### src/comparator_pkg.sv
// Shared constants and types for the comparator control block
package comparator_pkg;

  localparam int ADDR_W = 4;
  localparam int DATA_W = 8;

  // Register offsets on the plain register port
  localparam logic [ADDR_W-1:0] CTRL_STATUS_OFS = 4'h0;
  localparam logic [ADDR_W-1:0] ADC_CTRL_B_OFS = 4'h1;
  localparam logic [ADDR_W-1:0] IRQ_STATUS_OFS = 4'h2;
  localparam logic [ADDR_W-1:0] IRQ_MASK_OFS = 4'h3;

  // Field positions in comparator_control_status
  localparam int POWER_OFF_BIT = 7;
  localparam int BANDGAP_BIT = 6;
  localparam int RESULT_BIT = 5;
  localparam int FLAG_BIT = 4;
  localparam int IRQ_EN_BIT = 3;
  localparam int CAPTURE_BIT = 2;
  localparam int MODE_HI_BIT = 1;
  localparam int MODE_LO_BIT = 0;

  // Field position in adc_control_b
  localparam int NEG_MUX_BIT = 6;

  // Field position in the interrupt status and mask registers
  localparam int IRQ_EVENT_BIT = 0;

  // Values after reset
  localparam logic [DATA_W-1:0] CTRL_STATUS_RST = 8'h00;
  localparam logic [DATA_W-1:0] ADC_CTRL_B_RST = 8'h00;
  localparam logic [DATA_W-1:0] IRQ_MASK_RST = 8'h01;

  // Flip-flops in the comparator synchroniser
  localparam int SYNC_STAGES = 2;

  typedef enum logic [1:0] {
    MODE_TOGGLE = 2'b00,
    MODE_RESERVED = 2'b01,
    MODE_FALL = 2'b10,
    MODE_RISE = 2'b11
  } event_mode_t;

endpackage

### src/cmp_event_if.sv
// Interface between comparator control and its synchroniser / edge detector
`timescale 1ns/10ps
interface cmp_event_if;
  logic rawCmp;
  logic [1:0] modeSel;
  logic level;
  logic eventHit;

  modport sync (
    input rawCmp,
    input modeSel,
    output level,
    output eventHit
  );

  modport ctrl (
    output rawCmp,
    output modeSel,
    input level,
    input eventHit
  );
endinterface

### src/analog_comparator_control.sv
// Control, status and interrupt logic around the on-chip voltage comparator
//
// Added by the designer: strobed register access and the register addresses.
`timescale 1ns/10ps
//Contract
//- comparator result is high when positive input exceeds negative input, else low.
//- raw result passes a synchroniser, one to two cycles, before readback.
//- writing one to bit 7 powers the comparator off, any time.
//- bit 6 one selects bandgap on positive input, zero selects the positive pin.
//- hardware sets flag bit 4 when an output event matches the mode.
//- flag clears automatically when the processor takes the vector.
//- writing one clears the flag, writing zero leaves it.
//- request only while flag, enable bit 3 and global enable are all set.
//- capture bit 2 one routes result to the timer capture trigger.
//- routed result uses the timer's noise canceller and edge select instead of pin.
//- mode bits 1:0: 00 toggle, 10 falling, 11 rising, 01 reserved.
//- mux enable one and converter off feeds the ADC mux to negative input.
//- in mux mode the channel field picks ADC pin 0 to 7.
module analog_comparator_control
  import comparator_pkg::*;
(
  input wire logic clk_sys, // System clock, 250 MHz
  input wire logic sys_rst, // Synchronous reset, active high
  input wire logic [ADDR_W-1:0] regAddr, // Register address
  input wire logic [DATA_W-1:0] regWdata, // Register write data
  input wire logic regWr, // Write strobe
  input wire logic regRd, // Read strobe
  output logic [DATA_W-1:0] regRdata_q, // Read data, cycle after strobe
  input wire logic cmpRaw, // Raw analog comparator output, asynchronous
  input wire logic adcOn, // Converter enabled, from ADC control A
  input wire logic [2:0] channelSelect, // Converter channel field
  input wire logic globalIrqEnable, // Processor global interrupt enable
  input wire logic irqVectorAck, // Pulse when comparator vector is taken
  output logic powerOff_q, // Comparator power switched off
  output logic bandgapSelect_q, // Bandgap drives positive input
  output logic negMuxSelect_q, // ADC mux drives negative input
  output logic [2:0] negChannel_q, // ADC pin feeding negative input
  output logic captureSelect_q, // Timer capture uses comparator, not pin
  output logic captureTrigger_q, // Comparator level into capture front end
  output logic irq_q // Comparator interrupt request, level
);

  typedef struct packed {
    logic powerOff;
    logic bandgap;
    logic flag;
    logic irqEn;
    logic capEn;
    logic [1:0] mode;
    logic negMuxEn;
    logic mask;
    logic [DATA_W-1:0] rdata;
    logic irq;
    logic capSel;
    logic capTrig;
    logic negSel;
    logic [2:0] negChan;
  } ctrl_state_t;

  ctrl_state_t q;
  ctrl_state_t d;
  cmp_event_if evIf ();

  logic wrCtrl;
  logic wrAdcB;
  logic wrStat;
  logic wrMask;
  logic flagClear;
  logic [DATA_W-1:0] ctrlView;

  function automatic logic hit(input logic [ADDR_W-1:0] a, input logic [ADDR_W-1:0] ofs);
    hit = (a == ofs);
  endfunction

  cmp_sync_edge u_sync (
    .clk_sys(clk_sys),
    .sys_rst(sys_rst),
    .ifc(evIf)
  );

  // The analog core produces the comparison; we only sample it
  assign evIf.rawCmp = cmpRaw;
  assign evIf.modeSel = q.mode;

  always_comb begin
    ctrlView = '0;
    ctrlView[POWER_OFF_BIT] = q.powerOff;
    ctrlView[BANDGAP_BIT] = q.bandgap;
    ctrlView[RESULT_BIT] = evIf.level;
    ctrlView[FLAG_BIT] = q.flag;
    ctrlView[IRQ_EN_BIT] = q.irqEn;
    ctrlView[CAPTURE_BIT] = q.capEn;
    ctrlView[MODE_HI_BIT] = q.mode[1];
    ctrlView[MODE_LO_BIT] = q.mode[0];
  end

  assign wrCtrl = regWr & hit(regAddr, CTRL_STATUS_OFS);
  assign wrAdcB = regWr & hit(regAddr, ADC_CTRL_B_OFS);
  assign wrStat = regWr & hit(regAddr, IRQ_STATUS_OFS);
  assign wrMask = regWr & hit(regAddr, IRQ_MASK_OFS);

  // Either status view clears the same flag; the vector ack clears it too
  assign flagClear = (wrCtrl & regWdata[FLAG_BIT])
                   | (wrStat & regWdata[IRQ_EVENT_BIT])
                   | irqVectorAck;

  always_comb begin
    d = q;
    if (wrCtrl) begin
      d.powerOff = regWdata[POWER_OFF_BIT];
      d.bandgap = regWdata[BANDGAP_BIT];
      d.irqEn = regWdata[IRQ_EN_BIT];
      d.capEn = regWdata[CAPTURE_BIT];
      d.mode = regWdata[MODE_HI_BIT:MODE_LO_BIT];
    end
    if (wrAdcB) begin
      d.negMuxEn = regWdata[NEG_MUX_BIT];
    end
    if (wrMask) begin
      d.mask = regWdata[IRQ_EVENT_BIT];
    end
    // A new event in the clearing cycle wins over the clear
    d.flag = (q.flag & ~flagClear) | evIf.eventHit;

    d.rdata = '0;
    if (regRd) begin
      case (regAddr)
        CTRL_STATUS_OFS: d.rdata = ctrlView;
        ADC_CTRL_B_OFS: d.rdata = {1'b0, q.negMuxEn, 6'b00_0000};
        IRQ_STATUS_OFS: d.rdata = {7'b000_0000, q.flag};
        IRQ_MASK_OFS: d.rdata = {7'b000_0000, q.mask};
        default: d.rdata = '0;
      endcase
    end

    d.irq = q.flag & q.irqEn & globalIrqEnable & q.mask;
    d.capSel = q.capEn;
    // Gated to zero so a disabled route leaves the capture path untouched
    d.capTrig = q.capEn & evIf.level;
    d.negSel = q.negMuxEn & ~adcOn;
    d.negChan = channelSelect;
  end

  always_ff @(posedge clk_sys) begin
    if (sys_rst) begin
      q <= '0;
      q.powerOff <= CTRL_STATUS_RST[POWER_OFF_BIT];
      q.bandgap <= CTRL_STATUS_RST[BANDGAP_BIT];
      q.flag <= CTRL_STATUS_RST[FLAG_BIT];
      q.irqEn <= CTRL_STATUS_RST[IRQ_EN_BIT];
      q.capEn <= CTRL_STATUS_RST[CAPTURE_BIT];
      q.mode <= CTRL_STATUS_RST[MODE_HI_BIT:MODE_LO_BIT];
      q.negMuxEn <= ADC_CTRL_B_RST[NEG_MUX_BIT];
      q.mask <= IRQ_MASK_RST[IRQ_EVENT_BIT];
    end else begin
      q <= d;
    end
  end

  assign regRdata_q = q.rdata;
  assign powerOff_q = q.powerOff;
  assign bandgapSelect_q = q.bandgap;
  assign negMuxSelect_q = q.negSel;
  assign negChannel_q = q.negChan;
  assign captureSelect_q = q.capSel;
  assign captureTrigger_q = q.capTrig;
  assign irq_q = q.irq;

endmodule

### src/cmp_sync_edge.sv
// Synchroniser and event detector for the raw comparator output
`timescale 1ns/10ps
module cmp_sync_edge
  import comparator_pkg::*;
(
  input wire logic clk_sys, // System clock
  input wire logic sys_rst, // Synchronous reset, active high
  cmp_event_if.sync ifc // Raw input, mode, synced level, event pulse
);

  typedef struct packed {
    logic meta;
    logic level;
    logic prev;
    logic hit;
    logic [2:0] warm;
  } sync_state_t;

  sync_state_t q;
  sync_state_t d;

  function automatic logic modeMatch(input logic [1:0] mode, input logic cur,
                                     input logic old);
    logic rise;
    logic fall;
    rise = cur & ~old;
    fall = ~cur & old;
    case (mode)
      MODE_TOGGLE: modeMatch = rise | fall;
      MODE_FALL: modeMatch = fall;
      MODE_RISE: modeMatch = rise;
      default: modeMatch = 1'b0;
    endcase
  endfunction

  always_comb begin
    d = q;
    d.meta = ifc.rawCmp;
    d.level = q.meta;
    d.prev = q.level;
    // Reserved mode never fires, so a stray code cannot raise the flag
    // Held off until level and prev both carry real samples, else a high input
    // at reset release would look like a rising edge
    d.warm = {q.warm[1:0], 1'b1};
    d.hit = q.warm[2] & modeMatch(ifc.modeSel, q.level, q.prev);
  end

  always_ff @(posedge clk_sys) begin
    if (sys_rst) begin
      q <= '0;
    end else begin
      q <= d;
    end
  end

  assign ifc.level = q.level;
  assign ifc.eventHit = q.hit;

endmodule

### config.mk
export PLATFORM = sky130hd
export DESIGN_NAME = analog_comparator_control
export DESIGN_NICKNAME = d
export VERILOG_FILES = /design/src/comparator_pkg.sv /design/src/cmp_event_if.sv /design/src/analog_comparator_control.sv /design/src/cmp_sync_edge.sv
export SDC_FILE = /design/constraint.sdc
export NUM_CORES = 1
export LEC_CHECK = 0
export ABC_AREA = 1
export BUFFER_PORTS_ARGS = -buffer_cell sky130_fd_sc_hd__buf_2
export CORE_ASPECT_RATIO = 0.9
export CORE_MARGIN = 2
export CORE_UTILIZATION = 52
export CTS_CLUSTER_DIAMETER = 100
export DETAILED_ROUTE_END_ITERATION = 8
export GPL_TIMING_DRIVEN = 0
export PLACE_DENSITY_LB_ADDON = 0.2
export SLEW_MARGIN = 20
export SYNTH_ARGS = -nofsm -noshare
export SYNTH_HDL_FRONTEND = slang
export SYNTH_SLANG_ARGS = --single-unit
### constraint.sdc
create_clock -name clk_sys -period 2.3 [get_ports clk_sys]
set_clock_uncertainty 0.05 [all_clocks]
set_input_delay 0.345 -clock clk_sys [delete_from_list [all_inputs] [get_ports clk_sys]]
set_output_delay 0.345 -clock clk_sys [all_outputs]
set_load 0.005 [all_outputs]
# == Yosys cells after proc, flatten, opt, wreduce, memory -nomap -nowiden ==
# Index checks and enable logic that the tools add are counted.
# totals
register_bits,31
output_inout_bits,17
in_bits,23
wordCells,55
# op_classes
mux,3
bitwise,24
n_reduce_logical,3
n_eq_ne,5
# op_table
op,count
8-bit case mux with 4 select lines,1
1-bit bitwise AND,15
4-bit by 2-bit == test with 1-bit output (second input constant),2
1-bit inverter,5
2-bit == test (second input constant),2
4-bit by 1-bit == test with 1-bit output (second input constant),1
4-bit zero test,1
1-bit bitwise OR,4
1-bit case mux with 3 select lines,1
2-bit zero test,1
2-bit OR reduction,1
1-bit two-way mux,1

# == Logic depth before layout (Yosys ltp) ==
# Gate-level depths: netlist of the first run.
# depth
depth_word,8
mapped_depth,6
mapped_depth_nobuf,6

# == Hierarchy ==
# From an unflattened synthesis of the first run, not the netlist that was laid out.
# hier_totals
cells_unflattened,147
area_unflattened_um2,1232.4
# by_module_without_submodules
mod,cells_per_inst,instances,seq_area_each_um2,area_each_um2
analog_comparator_control,114,1,480.5,972.2
cmp_sync_edge,33,1,140.1,260.2

# == Worst setup path after synthesis of the first run ==
# No wires, ideal clock.
# synth_path
path_kind,flip-flop to flip-flop
from,reg u_sync.q (netlist bit u_sync.ifc.level)
to,reg u_sync.q (netlist bit u_sync.ifc.eventHit)
path_slack_ns,1.212
setup_time_ns,0.088
path_stages_with_launch,6
synth_period_minus_slack_ns,1.088
path_buffers,0
required_ns,2.162
arrival_time_ns,0.950
cell_sequence,dfxtp_1 > inv_1 > ha_1 > nor2_1 > nor2_1 > nor4_2
# synth_between
elab_chain_len,5
elab_cells_between_ends,6
classes_between,mux (1); bitwise (5)
# synth_lines
element,line_no,rtl
"start, declared",cmp_sync_edge.sv:19,sync_state_t q;
"start signal, assigned",cmp_sync_edge.sv:50,q <= '0;
"start signal, assigned",cmp_sync_edge.sv:52,q <= d;
1-bit inverter,cmp_sync_edge.sv:27,fall = ~cur & old;
1-bit bitwise AND,cmp_sync_edge.sv:27,
1-bit bitwise OR,cmp_sync_edge.sv:29,MODE_TOGGLE: modeMatch = rise | fall;
1-bit case mux with 3 select lines *,cmp_sync_edge.sv:28,case (mode)
1-bit bitwise AND *,cmp_sync_edge.sv:45,"d.hit = q.warm[2] & modeMatch(ifc.modeSel, q.level, q.prev);"
# Every way passes the cells marked *; elsewhere a longest branch is shown, timed or not.
# A chain may end at the register's enable or synchronous reset.

# == Final worst setup path of the first run ==
# Same ends and word-level chain as after synthesis.

==> results.md, run 1 <==
* Register area at 621 um2
* Mapped Area at 0.00120 mm2
* Clk buf depth at 2
* Hold crit path type: in -> reg
* # diodes at 0
* Pre-CTS setup slack at 1.05 ns
* Final setup viols at 0
* I/O pin count at 40
* Worst-Skew Late Latency at 0.32 ns
* Synthesized flop and latch total at 31
* Gr usage total at 20.5%
* Combinational family with the most area after synthesis: simple AND/OR/NAND/NOR gates
* Syn nets at 160
* Crit-path slowest cell: dfxtp_1
* First-pass GRT wire length at 3880 um
* Largest net degree at the start of global routing at 11
* CP Data Required Time at 2.48 ns
* Reg2reg setup slack at 1.04 ns
* Worst setup EP type: register
* Setup CP Type: reg -> reg
* Hold Path Origin: adcOn
* Slowest cell delay on critical path at 0.35 ns
* Fin crit period at 1.26 ns
* Top post-synthesis cells by area: dfxtp_1 (52%), buf_4 (6.9%), inv_1 (6.9%)
* Mean area per synthesized cell at 8.88 um2
* CP cell instances: inv_1, ha_1, nor2_1, nor2_1, nor4_2
* M1 WL at 968 um
* Initial Utilization at 54.9%
* Mux contribution to synthesized area at 0%
* Residual DRC count at 0
* Horiz. Die Dim at 54.6 um
* Fill cells at 210
* Finished Cell Area at 0.00147 mm2
* Routed Antenna Nets at 0
* Synth cell count leaders: dfxtp_1 (31), inv_1 (22), nor2_1 (16), buf_4 (11), nor3_1 (10)
* Met2 routed WL at 1150 um
* Worst slew pin tran at 0.461 ns
* Fin crit share at 54.8%
* Final Non-Filler Cells at 208
* CTS clk-pin slew, worst paths at 0.09 ns
* Area taken by multi-input logic gates at 384 um2
* Vias after detailed routing at 990
* CTS tree: done
* Hold WS at 0.129 ns
* Simple-Gate Fraction of Synth Area at 21.1%
* Slew HR at 69.2%
* Unrepaired setup endpoints after global routing: no
* Routability-driven placement congestion ratio at 0.848
* Ys async rst share at 0%
* Type of origin of the critical path: register
* Post-synth top area share at 51.8%
* Rows at 16
* Final Slew Violations at 0
* Design Power at 0.920 mW
* Vias in the first global route at 922
* Clock Sinks at 31
* Peak supply drop at 0.477 mV
* DPL Wire Length at 1720 um
* Share of layout cells above drive strength 1 at 36.5%
* Layout overhead on the synthesized area at 22.9%
* Initial DRT Pass Iterations at 4
* Dominant synthesized flop cell: dfxtp_1
* Crit path launch: u_sync.ifc.level
* Chip Height at 49.5 um
* Post-cts resize count at 0
* Leading area contributor after synthesis: dfxtp_1
* GRT Residual Overflow at 0
* DP Cell Count at 200
* Status: finished clean
* Metal3 WL at 176 um
* Register area share after synthesis at 51.8%
* Root buffer cell: clkbuf_4
* Total wire length at 2340 um
* Number of vias per cell at 4.76
* Core Region at 0.00218 mm2
* Fmax at 793 MHz
* Adder-cell share of the synthesized area at 2.09%
* Leak at 0.724 nW
* WL/cell at 11.2 um
* DR iter-0 viols at 19
* Power per cell area at 625 mW/mm2
* Core Util, Final at 67.5%
* Worst reg2reg path startpoint: u_sync.ifc.level
* Inserted Clock Buffers at 5
* Placed Area at 0.00142 mm2
* Syn Inst Count at 135
* EDFF count, synth at 0
* Antenna violations before repair at 0
* CTS H-tree lvls at 2
* Synth cell types at 21
* Full die area at 0.00271 mm2
* Top Metal Used: met4
* Hold_buf cts at 0
* Port bufs at 38
* Post-CTS setup buffer count at 0
* Max Cap Viol at 0
* CP max FO at 4
* Most used cell along the critical path: nor2_1
* Most frequent cell after synthesis: dfxtp_1
* Critical path arrival at 1.44 ns
* Synth warn at 0
* XOR/XNOR share of the synthesized area at 0%
* Post-synthesis compound-gate area fraction at 8.87%
* Nets at 205
* Final hold violation count at 0
* Setup TNS at 0 ns
* Setup WS post-layout at 1.04 ns
-- area by class of cell --
type	instances	share of cell area (%)
flip-flops and latches	31	42.1
multi-input cells	68	26.1
repair buffers	38	12.9
plain buffers	14	7.56
inverters	22	5.61
clock buffers	7	3.06
well taps	27	2.29
clock inverters	1	0.340
-- report_power, final --
part           internal (mW)  switching, mW
clock network          0.119          0.171
logic                 0.0345         0.0438
registers              0.548        0.00438
-- critical path: cells and delay by family (launching register included) --
kind,cells,cell delay (ns)
flops,1,0.35
fa+ha+maj,1,0.29
buf+inv,1,0.08
simple gates,3,0.41
-- layout by cell type, fill, tap and decap left out --
master    instances
nor4_2            1
nor2_4            1
ha_1              2
nor3_1           10
dfxtp_1          31
a21oi_2           1
o21ai_2           4
buf_2            38
buf_6             1
nand3_1           6
buf_4            11
clkbuf_4          5
nand4_1           4
nand2_1           9
clkinv_2          1
o21ai_0           3
nor2_8            1
clkbuf_1          3
nor2_1           16
o21bai_1          1
inv_1            22
a21oi_1           8
nand3_2           1
clkbuf_8          1
-- worst paths after layout --
kind / endpoint / cells after the start
max: u_sync.ifc.eventHit / 5
min: negMuxSelect_q / 2
max reg2reg: u_sync.ifc.eventHit / 5
min reg2reg: u_sync.ifc.level / 2
-- logic make-up after synthesis --
kind of cell / after synthesis
and+or+nand+nor: 49
buffers and inverters: 36
DFF: 31
AOI/OAI and AO/OA: 17
adders and majority gates: 2
-- registers in the layout (all words and copies together), names as in the netlist --
register             flops
u_sync.ifc.eventHit      1
u_sync.ifc.level         1
ctrlView                 3
captureTrigger_q         1
irq_q                    1
powerOff_q               1
negChannel_q             3
q                        2
regRdata_q               8
evIf.modeSel             2
captureSelect_q          1
negMuxSelect_q           1
u_sync.d                 3
u_sync.q                 2
bandgapSelect_q          1
-- metal layers --
layer  vias to the layer above  track usage, %
met1                       437            25.5
met2                        41            31.3
met3                         6            6.36
li1                        506               -
met5                         -               0
met4                         0            10.0
(Power assumes the default switching activity.)
==> inputs of run 2 (changes only) <==
--- a/config.mk
+++ b/config.mk
@@ -9,7 +9,7 @@
 export BUFFER_PORTS_ARGS = -buffer_cell sky130_fd_sc_hd__buf_2
 export CORE_ASPECT_RATIO = 0.9
 export CORE_MARGIN = 2
-export CORE_UTILIZATION = 52
+export CORE_UTILIZATION = 43
 export CTS_CLUSTER_DIAMETER = 100
 export DETAILED_ROUTE_END_ITERATION = 8
 export GPL_TIMING_DRIVEN = 0
==> constraint.sdc (replaced) <==
create_clock -name clk_sys -period 1.1 [get_ports clk_sys]
set_clock_uncertainty 0.05 [all_clocks]
set_input_delay 0.165 -clock clk_sys [delete_from_list [all_inputs] [get_ports clk_sys]]
set_output_delay 0.165 -clock clk_sys [all_outputs]
set_load 0.005 [all_outputs]
==> results.md, run 2 (synthesized netlist as in run 1, its figures left out) <==
* DPL Wire Length at 1640 um (-4.7%)
* Most used cell along the critical path: nor2_1
* R2r endpoint: u_sync.ifc.eventHit
* Core Region at 0.00270 mm2 (+24%)
* Hold crit path type: in -> reg
* Max Cap Viol at 0 (unchanged)
* Initial DRT Pass Iterations at 4 (unchanged)
* CP cell instances: inv_4, ha_4, nor2_1, nor2_1, nor4_2
* Flip-flop count of the largest register after layout at 8 (unchanged)
* Root buffer cell: clkbuf_4
* Number of vias per cell at 4.75 (-0.13%)
* # diodes at 0 (unchanged)
* Antenna violations before repair at 0 (unchanged)
* Status: finished clean
* Reg2reg setup slack at 0.06 ns (-0.98 ns)
* Vias after detailed routing at 984 (-0.61%)
* CTS clk-pin slew, worst paths at 0.09 ns (about the same)
* Full die area at 0.00323 mm2 (+19%)
* Critical path arrival at 1.23 ns (-0.21 ns)
* Layout overhead on the synthesized area at 30.7%
* Total wire length at 2430 um (+3.9%)
* CP max FO at 2 (-2)
* Fin crit share at 94.9% (+40 points)
* Worst setup EP type: register
* Worst reg2reg path startpoint: u_sync.ifc.level
* Largest net degree at the start of global routing at 11 (unchanged)
* Unrepaired setup endpoints after global routing: yes
* Type of origin of the critical path: register
* CP Data Required Time at 1.29 ns (-1.19 ns)
* Share of layout cells above drive strength 1 at 39.0% (+2.5 points)
* Worst-Skew Late Latency at 0.32 ns (about the same)
* Most common cell after layout, fill and taps aside: buf_2
* Setup CP Type: reg -> reg
* Setup WS post-layout at 0.0564 ns (-0.983 ns)
* Setup TNS at 0 ns (unchanged)
* Routed Antenna Nets at 0 (unchanged)
* Final hold violation count at 0 (unchanged)
* WL/cell at 11.7 um (+4.4%)
* Finished Cell Area at 0.00157 mm2 (+6.4%)
* Core Util, Final at 58.0% (-9.5 points)
* Routability-driven placement congestion ratio at 0.814 (-4.0%)
* Slew HR at 69.9% (+0.68 points)
* Slowest cell delay on critical path at 0.36 ns (about the same)
* CTS H-tree lvls at 2 (unchanged)
* First-pass GRT wire length at 3840 um (-0.88%)
* Clk buf depth at 2 (unchanged)
* Design Power at 2.01 mW (+120%)
* I/O pin count at 40 (unchanged)
* Nets at 202 (-1.5%)
* Fmax at 958 MHz (+21%)
* Inserted Clock Buffers at 5 (unchanged)
* Most frequent cells in the layout: buf_2 (27), dfxtp_1 (23), inv_1 (21)
* Horiz. Die Dim at 59.7 um (+9.2%)
* Leak at 0.718 nW (-0.86%)
* Power per cell area at 1280 mW/mm2 (+110%)
* Worst slew pin tran at 0.451 ns (-0.0101 ns)
* GRT Residual Overflow at 0 (unchanged)
* Residual DRC count at 0 (unchanged)
* Gr usage total at 16.9% (-3.6 points)
* Crit-path slowest cell: dfxtp_2
* Pre-CTS setup slack at -0.0662 ns (-1.12 ns)
* Rows at 18 (+2)
* DR iter-0 viols at 18 (-1)
* Initial Utilization at 44.4% (-11 points)
* Peak supply drop at 0.766 mV (+60%)
* Fin crit period at 1.04 ns (-0.217 ns)
* Crit path launch: u_sync.ifc.level
* Clock Sinks at 31 (unchanged)
* Final Slew Violations at 0 (unchanged)
* CP endpoint: u_sync.ifc.eventHit
* CTS tree: done
* Vias in the first global route at 929 (+0.76%)
* Chip Height at 54.1 um (+9.2%)
* Reg2reg path depth at 5 (unchanged)
* Port bufs at 38 (unchanged)
* Final setup viols at 0 (unchanged)
* Placed Area at 0.00143 mm2 (+0.26%)
-- run 2: critical path: cells and delay by family, from the launching register on --
kind | cells | cell delay, ns
DFF | 1 | 0.36
adders and majority gates | 1 | 0.19
and+or+nand+nor | 3 | 0.32
buffers and inverters | 1 | 0.04
-- run 2: power by group --
group | internal [mW] | leakage [nW] | switching, mW
Combinational | 0.0895 | 0.428 | 0.0966
Sequential | 1.15 | 0.256 | 0.0114
Clock | 0.296 | 0.0341 | 0.370
-- run 2: repair_timing --
| item | CTS | global route |
|---|---|---|
| pin swaps | 4 | 3 |
| hold buffers | 5 | 0 |
| endpoints found under the setup margin | 1 | 12 |
| buffers inserted | 2 | 1 |
| endpoints found under the hold margin | 5 | 0 |
| resized for setup | 5 | 17 |
-- run 2: per-stage QoR --
stage          cells  hold slack (ns)
3_3_place_gp     203            0.280
2_1_floorplan    135            0.192
4_1_cts          217           0.0240
6_report         207           0.0333
5_1_grt          207           0.0179
3_5_place_dp     203            0.288
-- run 2: worst min path at each step --
stage | slack (ns) | end | startpoint | cells past startpoint
6_report | 0.03 | captureTrigger_q | sys_rst | 2
5_1_grt | 0.02 | captureTrigger_q | sys_rst | 2
4_1_cts | 0.02 | irq_q | globalIrqEnable | 3
3_5_place_dp | 0.29 | negMuxSelect_q | adcOn | 2
3_3_place_gp | 0.28 | negMuxSelect_q | adcOn | 2
2_1_floorplan | 0.19 | irq_q | sys_rst | 1
-- run 2: final cells by class --
cell class | count | area (um2)
tap | 30 | 37.5
sequential | 31 | 631
fill | 261 | 1140
clock buffer | 6 | 51.3
timing repair buffer | 46 | 332
inverter | 22 | 85.1
buffer | 3 | 28.8
clock inverter | 1 | 5.00
multi-input combinational | 68 | 397
-- run 2: metal layers --
metal / global-route usage, % / vias up / share of wire, %
met5: 0 / - / 0
li1: - / 500 / -
met4: 8.52 / 0 / 1.4
met1: 18.7 / 459 / 43
met2: 27.7 / 21 / 51
met3: 7.21 / 4 / 4.7
==> inputs of run 3 (changes only) <==
--- a/config.mk
+++ b/config.mk
@@ -6,12 +6,12 @@
 export NUM_CORES = 1
 export LEC_CHECK = 0
 export ABC_AREA = 1
-export BUFFER_PORTS_ARGS = -buffer_cell sky130_fd_sc_hd__buf_2
 export CORE_ASPECT_RATIO = 0.9
 export CORE_MARGIN = 2
-export CORE_UTILIZATION = 43
+export CORE_UTILIZATION = 54
 export CTS_CLUSTER_DIAMETER = 100
 export DETAILED_ROUTE_END_ITERATION = 8
+export DONT_BUFFER_PORTS = 1
 export GPL_TIMING_DRIVEN = 0
 export PLACE_DENSITY_LB_ADDON = 0.2
 export SLEW_MARGIN = 20
==> results.md, run 3 (synthesized netlist as in run 1, its figures left out) <==
* Status: finished, violations left
* Failing checks: hold timing
* Routed Antenna Nets at 0 (unchanged)
* Busiest layer in global routing: met2
* Unrepaired setup endpoints after global routing: yes
* Gr usage total at 20.5% (+3.6 points)
* Clock Sinks at 31 (unchanged)
* Routability-driven placement congestion ratio at 0.795 (-2.3%)
* Worst slew pin tran at 0.418 ns (-0.0337 ns)
* Type of origin of the critical path: register
* Fmax at 932 MHz (-2.8%)
* # diodes at 0 (unchanged)
* Flip-flop count of the largest register after layout at 8 (unchanged)
* CP max FO at 4 (+2)
* Antenna violations before repair at 0 (unchanged)
* Total wire length at 2260 um (-7.0%)
* Worst-Skew Late Latency at 0.34 ns (+0.02 ns)
* Port bufs at 0 (-100%)
* Final Non-Filler Cells at 186 (-10%)
* Placed Area at 0.00123 mm2 (-14%)
* Register area at 622 um2 (-1.4%)
* Chip Height at 48.7 um (-10%)
* Core Region at 0.00214 mm2 (-21%)
* CTS tree: done
* Rows at 16 (-2)
* Final setup viols at 0 (unchanged)
* DR iter-0 viols at 10 (-8)
* CP Data Required Time at 1.31 ns (+0.02 ns)
* Slew HR at 72.2% (+2.2 points)
* Number of vias per cell at 4.81 (+1.1%)
* First-pass GRT wire length at 3770 um (-2.0%)
* Leak at 0.618 nW (-14%)
* Final Slew Violations at 0 (unchanged)
* Nets at 183 (-9.4%)
* CTS clk-pin slew, worst paths at 0.09 ns (about the same)
* GRT Residual Overflow at 0 (unchanged)
* Hold WS at -0.0611 ns (-0.0944 ns)
* Pre-CTS setup slack at -0.0646 ns (+0.00169 ns)
* Vias after detailed routing at 894 (-9.1%)
* Fin crit period at 1.07 ns (+0.0296 ns)
* Final hold violation count at 2 (+2)
* Core Util, Final at 68.0% (+10 points)
* CTS H-tree lvls at 2 (unchanged)
* Critical path arrival at 1.29 ns (+0.06 ns)
* Hold crit path type: in -> reg
* Inserted Clock Buffers at 5 (unchanged)
* Residual DRC count at 0 (unchanged)
* Layout overhead on the synthesized area at 21.5%
* DP Cell Count at 162 (-20%)
* Most frequent cells in the layout: dfxtp_1 (30), inv_1 (21), nor2_1 (16)
* Hold_buf cts at 15 (+10)
* I/O pin count at 40 (unchanged)
* Full die area at 0.00261 mm2 (-19%)
* WL/cell at 12.1 um (+3.5%)
* Fin crit share at 97.6% (+2.7 points)
* Hold Path Origin: regAddr[0]
* Vias in the first global route at 881 (-5.2%)
* Fill cells at 183 (-30%)
* Worst reg2reg path startpoint: u_sync.ifc.level
* Max Cap Viol at 0 (unchanged)
* Finished Cell Area at 0.00146 mm2 (-7.0%)
* GR Util met2 at 30.5% (+2.8 points)
* Setup CP Type: reg -> reg
* Area taken by multi-input logic gates at 397 um2 (unchanged)
* Share of layout cells above drive strength 1 at 20.1% (-19 points)
* Horiz. Die Dim at 53.7 um (-10%)
* Most common cell after layout, fill and taps aside: dfxtp_1
* Peak supply drop at 0.856 mV (+12%)
* Initial DRT Pass Iterations at 4 (unchanged)
* Power per cell area at 1330 mW/mm2 (+3.9%)
* Worst setup EP type: register
* DPL Wire Length at 1490 um (-9.1%)
* Setup WS post-layout at 0.0268 ns (-0.0296 ns)
* Clk buf depth at 2 (unchanged)
* GR Util met1 at 25.0% (+6.3 points)
* Met3 Use GR at 6.48% (-0.73 points)
* Crit path launch: u_sync.ifc.level
* Root buffer cell: clkbuf_4
* Initial Utilization at 56.0% (+12 points)
* Largest net degree at the start of global routing at 11 (unchanged)
## run 3: worst max-delay path: stages (launching register included)
cell and delay (ns):
dfxtp_2 0.35, inv_4 0.05, ha_4 0.22, nor2_1 0.09, nor2_1 0.05, nor4_2 0.19
## run 3: routing by layer
layer  up-vias  wire, um
li1        465         -
met1       404      1000
met2        20      1080
met3         5       120
met4         0        53
met5         -         0
## run 3: timing repair
item | CTS | global route
endpoints found under the hold margin | 17 | 2
endpoints found under the setup margin | 1 | 1
gates resized for setup | 3 | 1
buffers inserted | 1 | 0
pin swaps | 1 | 0
## run 3: metrics by stage
step	power, mW	hold slack, ns	TNS [ns]
2_1_floorplan	1.26	0.192	0
3_3_place_gp	1.28	0.193	-0.0434
3_5_place_dp	1.28	0.196	-0.0646
4_1_cts	1.95	-0.0644	0
5_1_grt	2.02	-0.0396	-0.0322
6_report	1.94	-0.0611	0
## run 3: worst paths after layout
kind,end,slack (ns),depth (start not counted)
setup / recovery,u_sync.ifc.eventHit,0.03,5
hold / removal,regRdata_q[6],-0.06,2
setup reg to reg,u_sync.ifc.eventHit,0.03,5
hold reg to reg,u_sync.ifc.level,0.36,2
## run 3: final cells by class
type	count	share of cell area (%)
Inverter	22	5.84
Clock inverter	1	0.344
Tap cell	27	2.32
Timing Repair Buffer	16	10.8
Clock buffer	7	3.09
Buffer	14	7.65
Multi-Input combinational cell	68	27.2
Sequential cell	31	42.7
## run 3: report_power, final
| group | internal (mW) | leakage [nW] | switching, mW |
|---|---|---|---|
| Clock | 0.248 | 0.0293 | 0.383 |
| Sequential | 1.15 | 0.253 | 0.00991 |
| Combinational | 0.0799 | 0.336 | 0.0749 |
| Total | 1.47 | 0.618 | 0.468 |
